File: src/include/misc_regs_defines.svh
// Offsets, reset values, field positions and widths of the misc register bank.
// Included by the bank and its pin synchroniser; definitions only.
`ifndef MISC_REGS_DEFINES_SVH
`define MISC_REGS_DEFINES_SVH

`define OFF_EDGE_STS 8'h1c
`define OFF_RSVD_1D 8'h1d
`define OFF_FORCE_CHG 8'h1e
`define OFF_RATE_SHADOW 8'h1f
`define OFF_IRQ_STS 8'h30
`define OFF_IRQ_CLR 8'h31
`define OFF_IRQ_EN 8'h32

`define RST_EDGE_STS 6'h00
`define RST_FORCE_CHG 2'h3
`define RST_IRQ 8'h00

`define EDGE_BITS 6
`define SYNC_BITS 10
`define SYNC_RST_LVL 10'h3c0
`define SYNC_STEP 6
`define SYNC_DS0 7
`define SYNC_DS1 8
`define SYNC_CHG 9

`define IRQ_FORCE0 6
`define IRQ_FORCE1 7

`endif

File: src/include/misc_regs_pkg.sv
// Types shared by the misc register bank and its pin synchroniser.
// Assumes the defines header is compiled alongside.
package misc_regs_pkg;

    typedef logic [7:0] reg_byte_t;

    typedef struct packed {
        logic soft_reset;
        logic power_down;
        logic rsvd;
        logic [2:0] write_select_a;
        logic [1:0] data_rate;
    } rate_shadow_t;

endpackage

File: src/include/pin_sync_if.sv
// Carries synchronised pin levels and their change pulses between modules.
// Assumes both ends run on core_clk.
`timescale 1ns/1ps
`default_nettype none
`include "misc_regs_defines.svh"

interface pin_sync_if;
    logic [`SYNC_BITS-1:0] lvl;
    logic [`SYNC_BITS-1:0] chg;

    modport src (output lvl, output chg);
    modport dst (input lvl, input chg);
endinterface

`default_nettype wire

File: src/hw/misc_regs.sv
// Misc runtime register slice: pin edge status, force media change and
// floppy rate shadow, plus an interrupt status/clear/enable group.
// Assumes a single 100 MHz core_clk and a plain strobe register port.
//
// What this block does
// - Writing one to a bit of the edge status 5:0 clears it; zero does nothing.
// - Status bits 7:6 always read zero.
// - The register at 0x1d reads all zero.
// - Writing one sets a force media change bit; software never clears it.
// - A head step while drive zero or one is selected clears that drive's bit.
// - The media changed flag is select-and-force per drive ORed with the pin.
// - The rate shadow mirrors rate, write_select_a, power down and soft reset.
//
// Our own choice: the strobed register port.
`timescale 1ns/1ps
`default_nettype none
`include "misc_regs_defines.svh"

module misc_regs
    import misc_regs_pkg::*;
(
    // Clock and reset
    input wire logic core_clk,
    input wire logic rst,
    // Register port
    input wire logic [7:0] reg_addr,
    input wire logic [7:0] reg_wdata,
    input wire logic reg_wr,
    input wire logic reg_rd,
    output logic [7:0] reg_rdata,
    // General pins watched for edges
    input wire logic gen_pin_twenty_one,
    input wire logic gen_pin_twenty_two,
    input wire logic gen_pin_forty_one,
    input wire logic gen_pin_forty_three,
    input wire logic gen_pin_sixty,
    input wire logic gen_pin_sixty_one,
    // Floppy drive pins
    input wire logic head_step_pulse_n,
    input wire logic drive_zero_select_n,
    input wire logic drive_one_select_n,
    input wire logic media_changed_in_n,
    // Floppy controller settings to shadow
    input wire logic [1:0] data_rate_sel,
    input wire logic [2:0] write_select_a,
    input wire logic power_down,
    input wire logic soft_reset,
    // Results
    output logic media_changed_flag,
    output logic irq
);

    pin_sync_if sif ();

    pin_sync u_sync (
        .core_clk(core_clk),
        .rst(rst),
        .raw({media_changed_in_n, drive_one_select_n, drive_zero_select_n,
              head_step_pulse_n, gen_pin_sixty_one, gen_pin_sixty,
              gen_pin_forty_three, gen_pin_forty_one, gen_pin_twenty_two,
              gen_pin_twenty_one}),
        .sif(sif)
    );

    logic [`EDGE_BITS-1:0] pin_edge;
    logic sel0;
    logic sel1;
    logic step_go;
    logic clr_fc0;
    logic clr_fc1;
    logic wr_sts;
    logic wr_fc;
    logic wr_iclr;
    logic wr_ien;
    logic [`EDGE_BITS-1:0] sts_q;
    logic [1:0] fc_q;
    logic [7:0] irq_sts_q;
    logic [7:0] irq_en_q;
    logic [7:0] irq_ev;
    logic [7:0] rdata_d;
    logic [7:0] rdata_q;
    logic mc_q;
    rate_shadow_t shadow;

    assign pin_edge = sif.chg[`EDGE_BITS-1:0];
    assign sel0 = ~sif.lvl[`SYNC_DS0];
    assign sel1 = ~sif.lvl[`SYNC_DS1];
    // A step is taken on the assertion of the active-low step line.
    assign step_go = sif.chg[`SYNC_STEP] & ~sif.lvl[`SYNC_STEP];
    assign clr_fc0 = step_go & sel0;
    assign clr_fc1 = step_go & sel1;

    assign wr_sts = reg_wr && (reg_addr == `OFF_EDGE_STS);
    assign wr_fc = reg_wr && (reg_addr == `OFF_FORCE_CHG);
    assign wr_iclr = reg_wr && (reg_addr == `OFF_IRQ_CLR);
    assign wr_ien = reg_wr && (reg_addr == `OFF_IRQ_EN);

    // Edge status: a new edge wins over a write-one clear in the same cycle.
    always_ff @(posedge core_clk or posedge rst) begin
        if (rst) begin
            sts_q <= `RST_EDGE_STS;
        end else begin
            sts_q <= (sts_q & ~(wr_sts ? reg_wdata[`EDGE_BITS-1:0]
                     : '0)) | pin_edge;
        end
    end

    // Force media change: software may only set; a step clears.
    // A software set in the same cycle as a step clear is kept.
    always_ff @(posedge core_clk or posedge rst) begin
        if (rst) begin
            fc_q <= `RST_FORCE_CHG;
        end else begin
            fc_q[0] <= (fc_q[0] & ~clr_fc0) | (wr_fc & reg_wdata[0]);
            fc_q[1] <= (fc_q[1] & ~clr_fc1) | (wr_fc & reg_wdata[1]);
        end
    end

    // Media changed indication, registered to keep the output glitch free.
    always_ff @(posedge core_clk or posedge rst) begin
        if (rst) begin
            mc_q <= 1'b0;
        end else begin
            mc_q <= (sel0 & fc_q[0]) | (sel1 & fc_q[1])
                    | ~sif.lvl[`SYNC_CHG];
        end
    end

    assign media_changed_flag = mc_q;

    // Interrupt events: pin edges and hardware clears of the force bits.
    assign irq_ev = {clr_fc1 & fc_q[1], clr_fc0 & fc_q[0], pin_edge};

    always_ff @(posedge core_clk or posedge rst) begin
        if (rst) begin
            irq_sts_q <= `RST_IRQ;
        end else begin
            irq_sts_q <= (irq_sts_q & ~(wr_iclr ? reg_wdata : 8'h00))
                         | irq_ev;
        end
    end

    always_ff @(posedge core_clk or posedge rst) begin
        if (rst) begin
            irq_en_q <= `RST_IRQ;
        end else if (wr_ien) begin
            irq_en_q <= reg_wdata;
        end
    end

    assign irq = |(irq_sts_q & irq_en_q);

    // The shadow has no storage of its own; the settings are mirrored live.
    always_comb begin
        shadow = '0;
        shadow.data_rate = data_rate_sel;
        shadow.write_select_a = write_select_a;
        shadow.power_down = power_down;
        shadow.soft_reset = soft_reset;
    end

    always_comb begin
        rdata_d = 8'h00;
        unique case (reg_addr)
            `OFF_EDGE_STS: rdata_d = {2'b00, sts_q};
            `OFF_RSVD_1D: rdata_d = 8'h00;
            `OFF_FORCE_CHG: rdata_d = {6'h00, fc_q};
            `OFF_RATE_SHADOW: rdata_d = shadow;
            `OFF_IRQ_STS: rdata_d = irq_sts_q;
            `OFF_IRQ_EN: rdata_d = irq_en_q;
            default: rdata_d = 8'h00;
        endcase
    end

    // Read data are valid only in the cycle after the strobe.
    always_ff @(posedge core_clk or posedge rst) begin
        if (rst) begin
            rdata_q <= 8'h00;
        end else begin
            rdata_q <= reg_rd ? rdata_d : 8'h00;
        end
    end

    assign reg_rdata = rdata_q;

    a_w1c_clears: assert property (
        @(posedge core_clk) disable iff (rst)
        wr_sts |=> (sts_q & $past(reg_wdata[`EDGE_BITS-1:0])
                    & ~$past(pin_edge)) == 6'h00)
        else $error("written status bit did not clear");

    a_w1c_zero_keeps: assert property (
        @(posedge core_clk) disable iff (rst)
        wr_sts |=> ((sts_q & $past(sts_q) & ~$past(reg_wdata[5:0]))
                    == ($past(sts_q) & ~$past(reg_wdata[5:0]))))
        else $error("status bit lost on a zero write");

    a_edge_sets: assert property (
        @(posedge core_clk) disable iff (rst)
        (pin_edge != 6'h00) |=> (sts_q & $past(pin_edge)) == $past(pin_edge))
        else $error("pin edge did not set status");

    a_sts_upper_zero: assert property (
        @(posedge core_clk) disable iff (rst)
        (reg_rd && reg_addr == `OFF_EDGE_STS)
        |=> reg_rdata[7:6] == 2'b00 && reg_rdata[5:0] == $past(sts_q))
        else $error("status read wrong");

    a_rsvd_reads_zero: assert property (
        @(posedge core_clk) disable iff (rst)
        (reg_rd && reg_addr == `OFF_RSVD_1D) |=> reg_rdata == 8'h00)
        else $error("reserved register read non zero");

    a_force_set: assert property (
        @(posedge core_clk) disable iff (rst)
        (wr_fc && reg_wdata[1:0] == 2'b11) |=> fc_q == 2'b11)
        else $error("force bits not set by write");

    a_force_no_sw_clear: assert property (
        @(posedge core_clk) disable iff (rst)
        $fell(fc_q[0]) |-> $past(clr_fc0))
        else $error("force bit zero fell without a step");

    a_step_clears: assert property (
        @(posedge core_clk) disable iff (rst)
        (clr_fc1 && !(wr_fc && reg_wdata[1])) |=> !fc_q[1])
        else $error("step with drive one did not clear");

    a_media_flag: assert property (
        @(posedge core_clk) disable iff (rst)
        ##1 media_changed_flag == $past((sel0 & fc_q[0]) | (sel1 & fc_q[1])
                                        | ~sif.lvl[`SYNC_CHG]))
        else $error("media changed flag wrong");

    a_shadow_read: assert property (
        @(posedge core_clk) disable iff (rst)
        (reg_rd && reg_addr == `OFF_RATE_SHADOW)
        |=> reg_rdata == {$past(soft_reset), $past(power_down), 1'b0,
                          $past(write_select_a), $past(data_rate_sel)})
        else $error("shadow read wrong");

    a_set_beats_clear: assert property (
        @(posedge core_clk) disable iff (rst)
        (wr_sts && pin_edge[0] && reg_wdata[0]) |=> sts_q[0])
        else $error("clear beat a coincident edge");

    a_force_one_kept: assert property (
        @(posedge core_clk) disable iff (rst)
        $fell(fc_q[1]) |-> $past(clr_fc1))
        else $error("force bit one fell without a step");

    a_force_rise_write: assert property (
        @(posedge core_clk) disable iff (rst)
        ($rose(fc_q[0]) || $rose(fc_q[1])) |-> $past(wr_fc))
        else $error("force bit set without a write");

    a_step_clears_zero: assert property (
        @(posedge core_clk) disable iff (rst)
        (clr_fc0 && !(wr_fc && reg_wdata[0])) |=> !fc_q[0])
        else $error("step with drive zero did not clear");

    a_step_needs_fall: assert property (
        @(posedge core_clk) disable iff (rst)
        (clr_fc0 || clr_fc1) |-> $past(sif.lvl[`SYNC_STEP]))
        else $error("force bit cleared without a step assertion");

    a_sts_set_by_edge: assert property (
        @(posedge core_clk) disable iff (rst)
        1'b1 |=> (sts_q & ~$past(sts_q) & ~$past(pin_edge)) == 6'h00)
        else $error("status bit set without a pin edge");

    a_media_in_forces: assert property (
        @(posedge core_clk) disable iff (rst)
        !sif.lvl[`SYNC_CHG] |=> media_changed_flag)
        else $error("drive media change did not raise the flag");

    a_rdata_idle_zero: assert property (
        @(posedge core_clk) disable iff (rst)
        !reg_rd |=> reg_rdata == 8'h00)
        else $error("read data stood without a read");

    // The interrupt group carries no numbered rule; these guard its contract.
    a_irq_clear_works: assert property (
        @(posedge core_clk) disable iff (rst)
        wr_iclr |=> (irq_sts_q & $past(reg_wdata) & ~$past(irq_ev)) == 8'h00)
        else $error("interrupt status bit did not clear");

    a_irq_force_zero: assert property (
        @(posedge core_clk) disable iff (rst)
        (clr_fc0 && fc_q[0]) |=> irq_sts_q[`IRQ_FORCE0])
        else $error("force zero clear raised no interrupt status");

    a_irq_force_one: assert property (
        @(posedge core_clk) disable iff (rst)
        (clr_fc1 && fc_q[1]) |=> irq_sts_q[`IRQ_FORCE1])
        else $error("force one clear raised no interrupt status");

    // An enable write in the same cycle may legally mask the new event.
    a_irq_level: assert property (
        @(posedge core_clk) disable iff (rst)
        ((irq_ev & irq_en_q) != 8'h00 && !wr_ien) |=> irq)
        else $error("enabled event gave no interrupt");

endmodule

`default_nettype wire

File: src/hw/pin_sync.sv
// Two-flop synchroniser and change detector for the monitored pins.
// Assumes raw pins are asynchronous to core_clk.
`timescale 1ns/1ps
`default_nettype none
`include "misc_regs_defines.svh"

module pin_sync
    import misc_regs_pkg::*;
(
    // Clock and reset
    input wire logic core_clk,
    input wire logic rst,
    // Raw pins
    input wire logic [`SYNC_BITS-1:0] raw,
    // Synchronised view
    pin_sync_if.src sif
);

    logic [`SYNC_BITS-1:0] meta_q;
    logic [`SYNC_BITS-1:0] sync_q;
    logic [`SYNC_BITS-1:0] prev_q;
    // Floppy pins idle high, so they leave reset high to avoid a false step.
    localparam logic [`SYNC_BITS-1:0] sync_rst_lvl = `SYNC_RST_LVL;

    genvar i;
    generate
        for (i = 0; i < `SYNC_BITS; i++) begin : g_bit
            // The first stage feeds only the second stage.
            always_ff @(posedge core_clk or posedge rst) begin
                if (rst) begin
                    meta_q[i] <= sync_rst_lvl[i];
                    sync_q[i] <= sync_rst_lvl[i];
                    prev_q[i] <= sync_rst_lvl[i];
                end else begin
                    meta_q[i] <= raw[i];
                    sync_q[i] <= meta_q[i];
                    prev_q[i] <= sync_q[i];
                end
            end
        end
    endgenerate

    assign sif.lvl = sync_q;
    assign sif.chg = sync_q ^ prev_q;

    a_chg_is_toggle: assert property (
        @(posedge core_clk) disable iff (rst)
        (sif.chg != '0) |-> (sif.lvl ^ $past(sif.lvl)) == sif.chg)
        else $error("change pulse without level change");

endmodule

`default_nettype wire

File: config.mk
export PLATFORM = sky130hd
export DESIGN_NAME = misc_regs
export DESIGN_NICKNAME = d
export VERILOG_FILES = /design/src/include/misc_regs_pkg.sv /design/src/include/pin_sync_if.sv /design/src/hw/misc_regs.sv /design/src/hw/pin_sync.sv
export VERILOG_INCLUDE_DIRS = /design/src /design/src/include
export SDC_FILE = /design/constraint.sdc
export NUM_CORES = 1
export LEC_CHECK = 0
export BUFFER_PORTS_ARGS = -buffer_cell sky130_fd_sc_hd__buf_2
export CAP_MARGIN = 30
export CELL_PAD_IN_SITES_DETAIL_PLACEMENT = 2
export CELL_PAD_IN_SITES_GLOBAL_PLACEMENT = 2
export CORE_UTILIZATION = 34
export CTS_CLUSTER_DIAMETER = 60
export CTS_CLUSTER_SIZE = 8
export DETAILED_ROUTE_END_ITERATION = 12
export HOLD_SLACK_MARGIN = 0.03
export MAX_ROUTING_LAYER = met4
export PLACE_DENSITY_LB_ADDON = 0.05
export SYNTH_ARGS = -nofsm -noshare
export SYNTH_HDL_FRONTEND = slang
export SYNTH_SLANG_ARGS = --single-unit
File: constraint.sdc
create_clock -name core_clk -period 4 [get_ports core_clk]
set_clock_uncertainty 0.15 [all_clocks]
set_input_delay 0.6 -clock core_clk [delete_from_list [all_inputs] [get_ports core_clk]]
set_output_delay 0.6 -clock core_clk [all_outputs]
set_load 0.02 [all_outputs]
==> flow_metrics.env <==
export IMPL_numCtsBuffers=9
export IMPL_ys_types=39
export IMPL_worstSetupPathType="input port to flop"
export IMPL_synth_top_area_share_pct=52.0
export IMPL_pin_count=47
export IMPL_synth_seq_area_share_pct=64.3
export IMPL_fin_crit_sh_pct=54.2
export IMPL_portBuffers=46
export IMPL_dpl_hpwl_mm=4.36
export IMPL_cts_sinks=60
export IMPL_drt_iter0_drc=68
export IMPL_cpPeakStageDelay_ps=530
export IMPL_fin_total_pwr_mw=1.19
export IMPL_overflow=0
export IMPL_start_util_pct=36.1
export IMPL_cts_tree="yes"
export IMPL_hold_violations=0
export IMPL_ir_drop_v=0.000218
export IMPL_diodes=0
export IMPL_cp_num_buf_inv=1
export IMPL_crit_fanout=8
export IMPL_reg2reg_depth=3
export IMPL_clock_latency_ps=340
export IMPL_slew_headroom_pct=49.6
export IMPL_clockBufferDepth=2
export IMPL_die_width_um=85.2
export IMPL_antenna_found_initial=0
export IMPL_routabilityCongestion=0.849
export IMPL_fp_dieH_um=85.2
export IMPL_root_buffer="clkbuf_8"
export IMPL_p_leak_nw=1.23
export IMPL_rows=29
export IMPL_fin_nets=271
export IMPL_grt_pass1_wl_mm=9.80
export IMPL_post_place_ws_ps=1480
export IMPL_grt_max_degree=39
export IMPL_die_area_mm2=0.00727
export IMPL_drv_cap=0
export IMPL_met3WireLength_um=239
export IMPL_htree_levels=3
export IMPL_syn_area_per_cell_um2=13.1
export IMPL_synth_area_mm2=0.00236
export IMPL_drc=0
export IMPL_report_final_slew_viol_count=0
export IMPL_path_cells="buf_2, or3b_1, nor4b_4, nand2_4, mux2_4"
export IMPL_synth_seq_cells=60
export IMPL_arrival_ps=2250
export IMPL_rsz0062_at_grt="no"
export IMPL_hp_class="flop to flop"
export IMPL_startpoint_type="input port"
export IMPL_grt_usage_pct=19.0
export IMPL_drtPass1Iterations=4
export IMPL_core_area_mm2=0.00653
export IMPL_cp_top_family="simple AND/OR/NAND/NOR gates"
export IMPL_synthTopCellsByArea="dfrtp_1 52%, dfstp_2 12%, a21o_1 4.5%, mux2_2 3.3%, nand2_1 3.3%"
export IMPL_synth_warnings=0
export IMPL_post_drt_wl_per_cell_um=18.3
export IMPL_powerDensity_mw_per_mm2=421
export IMPL_crit_cells=5
export IMPL_ant_nets=0
export IMPL_fmax_mhz=461
export IMPL_syn_inst=180
export IMPL_path_clk_slew_ps=70
export IMPL_yosys_area_top_type="dfrtp_1"
export IMPL_synth_fp_nets=217
export IMPL_wirelength_mm=5.78
export IMPL_period_minus_slack_ps=2170
export IMPL_via_per_inst=5.33
export IMPL_setup_violations=0
export IMPL_worstPathRequired_ps=4080
export IMPL_final_util_pct=43.3
export IMPL_crit_path_top_delay_cell="or3b_1"
export IMPL_area_delta_synth_final_pct=20.1
export IMPL_vias=1684
export IMPL_post_cts_setup_buffers=0
export IMPL_tightest_slew_ps=755
export IMPL_cp_end_kind="flop"
export IMPL_top_layer="met4"
export IMPL_min_path_cells=0
export IMPL_post_cts_resized=0
export IMPL_tns_ps=0
export IMPL_route_met2_wl_mm=3.00
export IMPL_cts_hold_buf=0
export IMPL_grt_pass1_vias=1936
export IMPL_run_status="finished, final reports clean"
export IMPL_setup_slack_ps=1830
export IMPL_drive_above_1_share_pct=36.4
export IMPL_m1WireLength_mm=2.46
## kinds of logic after synthesis
kind of cell | synth area share [%]
xor gates and xnor gates | 2.23
buffers and inverters | 1.75
AOI/OAI and AO/OA | 12.3
muxes | 5.26
and+or+nand+nor | 14.1
DFF | 64.3
## sequential cells by signal (all words and copies together), names as in the netlist, 2 cells and up
name / cells
u_sync.meta_q: 10
fc_q: 2
u_sync.sif.lvl: 10
u_sync.prev_q: 7
reg_rdata: 8
irq_en_q: 8
irq_sts_q: 8
sts_q: 6
## Yosys cell counts
master	count
a21o_1	14
a21oi_1	3
a221o_1	1
a222oi_1	3
a22o_1	3
a22oi_1	4
a2bb2oi_1	2
a31oi_1	3
a32o_1	2
and2_0	1
and3b_1	1
and4_1	1
buf_6	1
clkbuf_1	4
dfrtp_1	49
dfstp_2	11
inv_1	4
mux2_2	7
mux2_4	1
mux2i_1	3
nand2_1	21
nand2_4	1
nand2b_1	1
nand3_1	9
nand3b_1	4
nand4_1	1
nor2_1	5
nor2b_1	1
nor3_1	2
nor3_2	1
nor3b_1	2
nor4_1	1
nor4_4	1
nor4b_4	1
o211ai_1	1
o21ai_0	2
or3b_1	1
or3b_4	1
xor2_1	6
## power breakdown
part	internal [mW]	switching, mW	total, mW	leakage (nW)
logic	0.0367	0.0508	0.0875	0.466
registers	0.634	0.0153	0.650	0.686
clock network	0.221	0.233	0.454	0.0791
## cell type report
| type | instances | area [µm²] |
|---|---|---|
| Fill cell | 696 | 3700 |
| Sequential cell | 60 | 1520 |
| Multi-Input combinational cell | 111 | 800 |
| Timing Repair Buffer | 48 | 243 |
| Clock buffer | 11 | 131 |
| Tap cell | 77 | 96.3 |
| Clock inverter | 5 | 30.0 |
| Inverter | 4 | 15.0 |
## worst paths after layout
kind,from,endpoint,slack [ps]
worst max-delay path,reg_addr[7],irq_en_q[4],1830
worst min-delay path,u_sync.meta_q[5],u_sync.sif.lvl[5],210
worst max register to register,irq_sts_q[4],reg_rdata[4],2660
worst min register to register,u_sync.meta_q[5],u_sync.sif.lvl[5],210
max in group asynchronous,rst,reg_rdata[4],2670
min in group asynchronous,rst,sts_q[2],240
## routing by layer
layer / track usage, % / up-vias
met1: 22.8 / 877
met4: 7.70 / 0
met2: 30.1 / 45
met5: - / -
met3: 5.74 / 8
li1: - / 754
## per-stage QoR
stage	cells	hold WS [ps]	area (µm²)
after global placement	299	183	2660
after CTS	316	187	2830
after floorplan	180	181	2360
final	316	205	2830
after detailed placement	300	186	2670
after global routing	316	183	2830
## placed cells by master, fill, tap and decap left out, types with 5 or more instances in the layout
master / Yosys / routed
nand3_1: 9 / 9
nand2_1: 21 / 21
a21o_1: 14 / 14
xor2_1: 6 / 6
buf_2: 0 / 47
clkbuf_8: 0 / 9
dfrtp_1: 49 / 49
nor2_1: 5 / 5
dfstp_2: 11 / 11
mux2_2: 7 / 7
No activity file was read; power rests on OpenSTA's default activity.
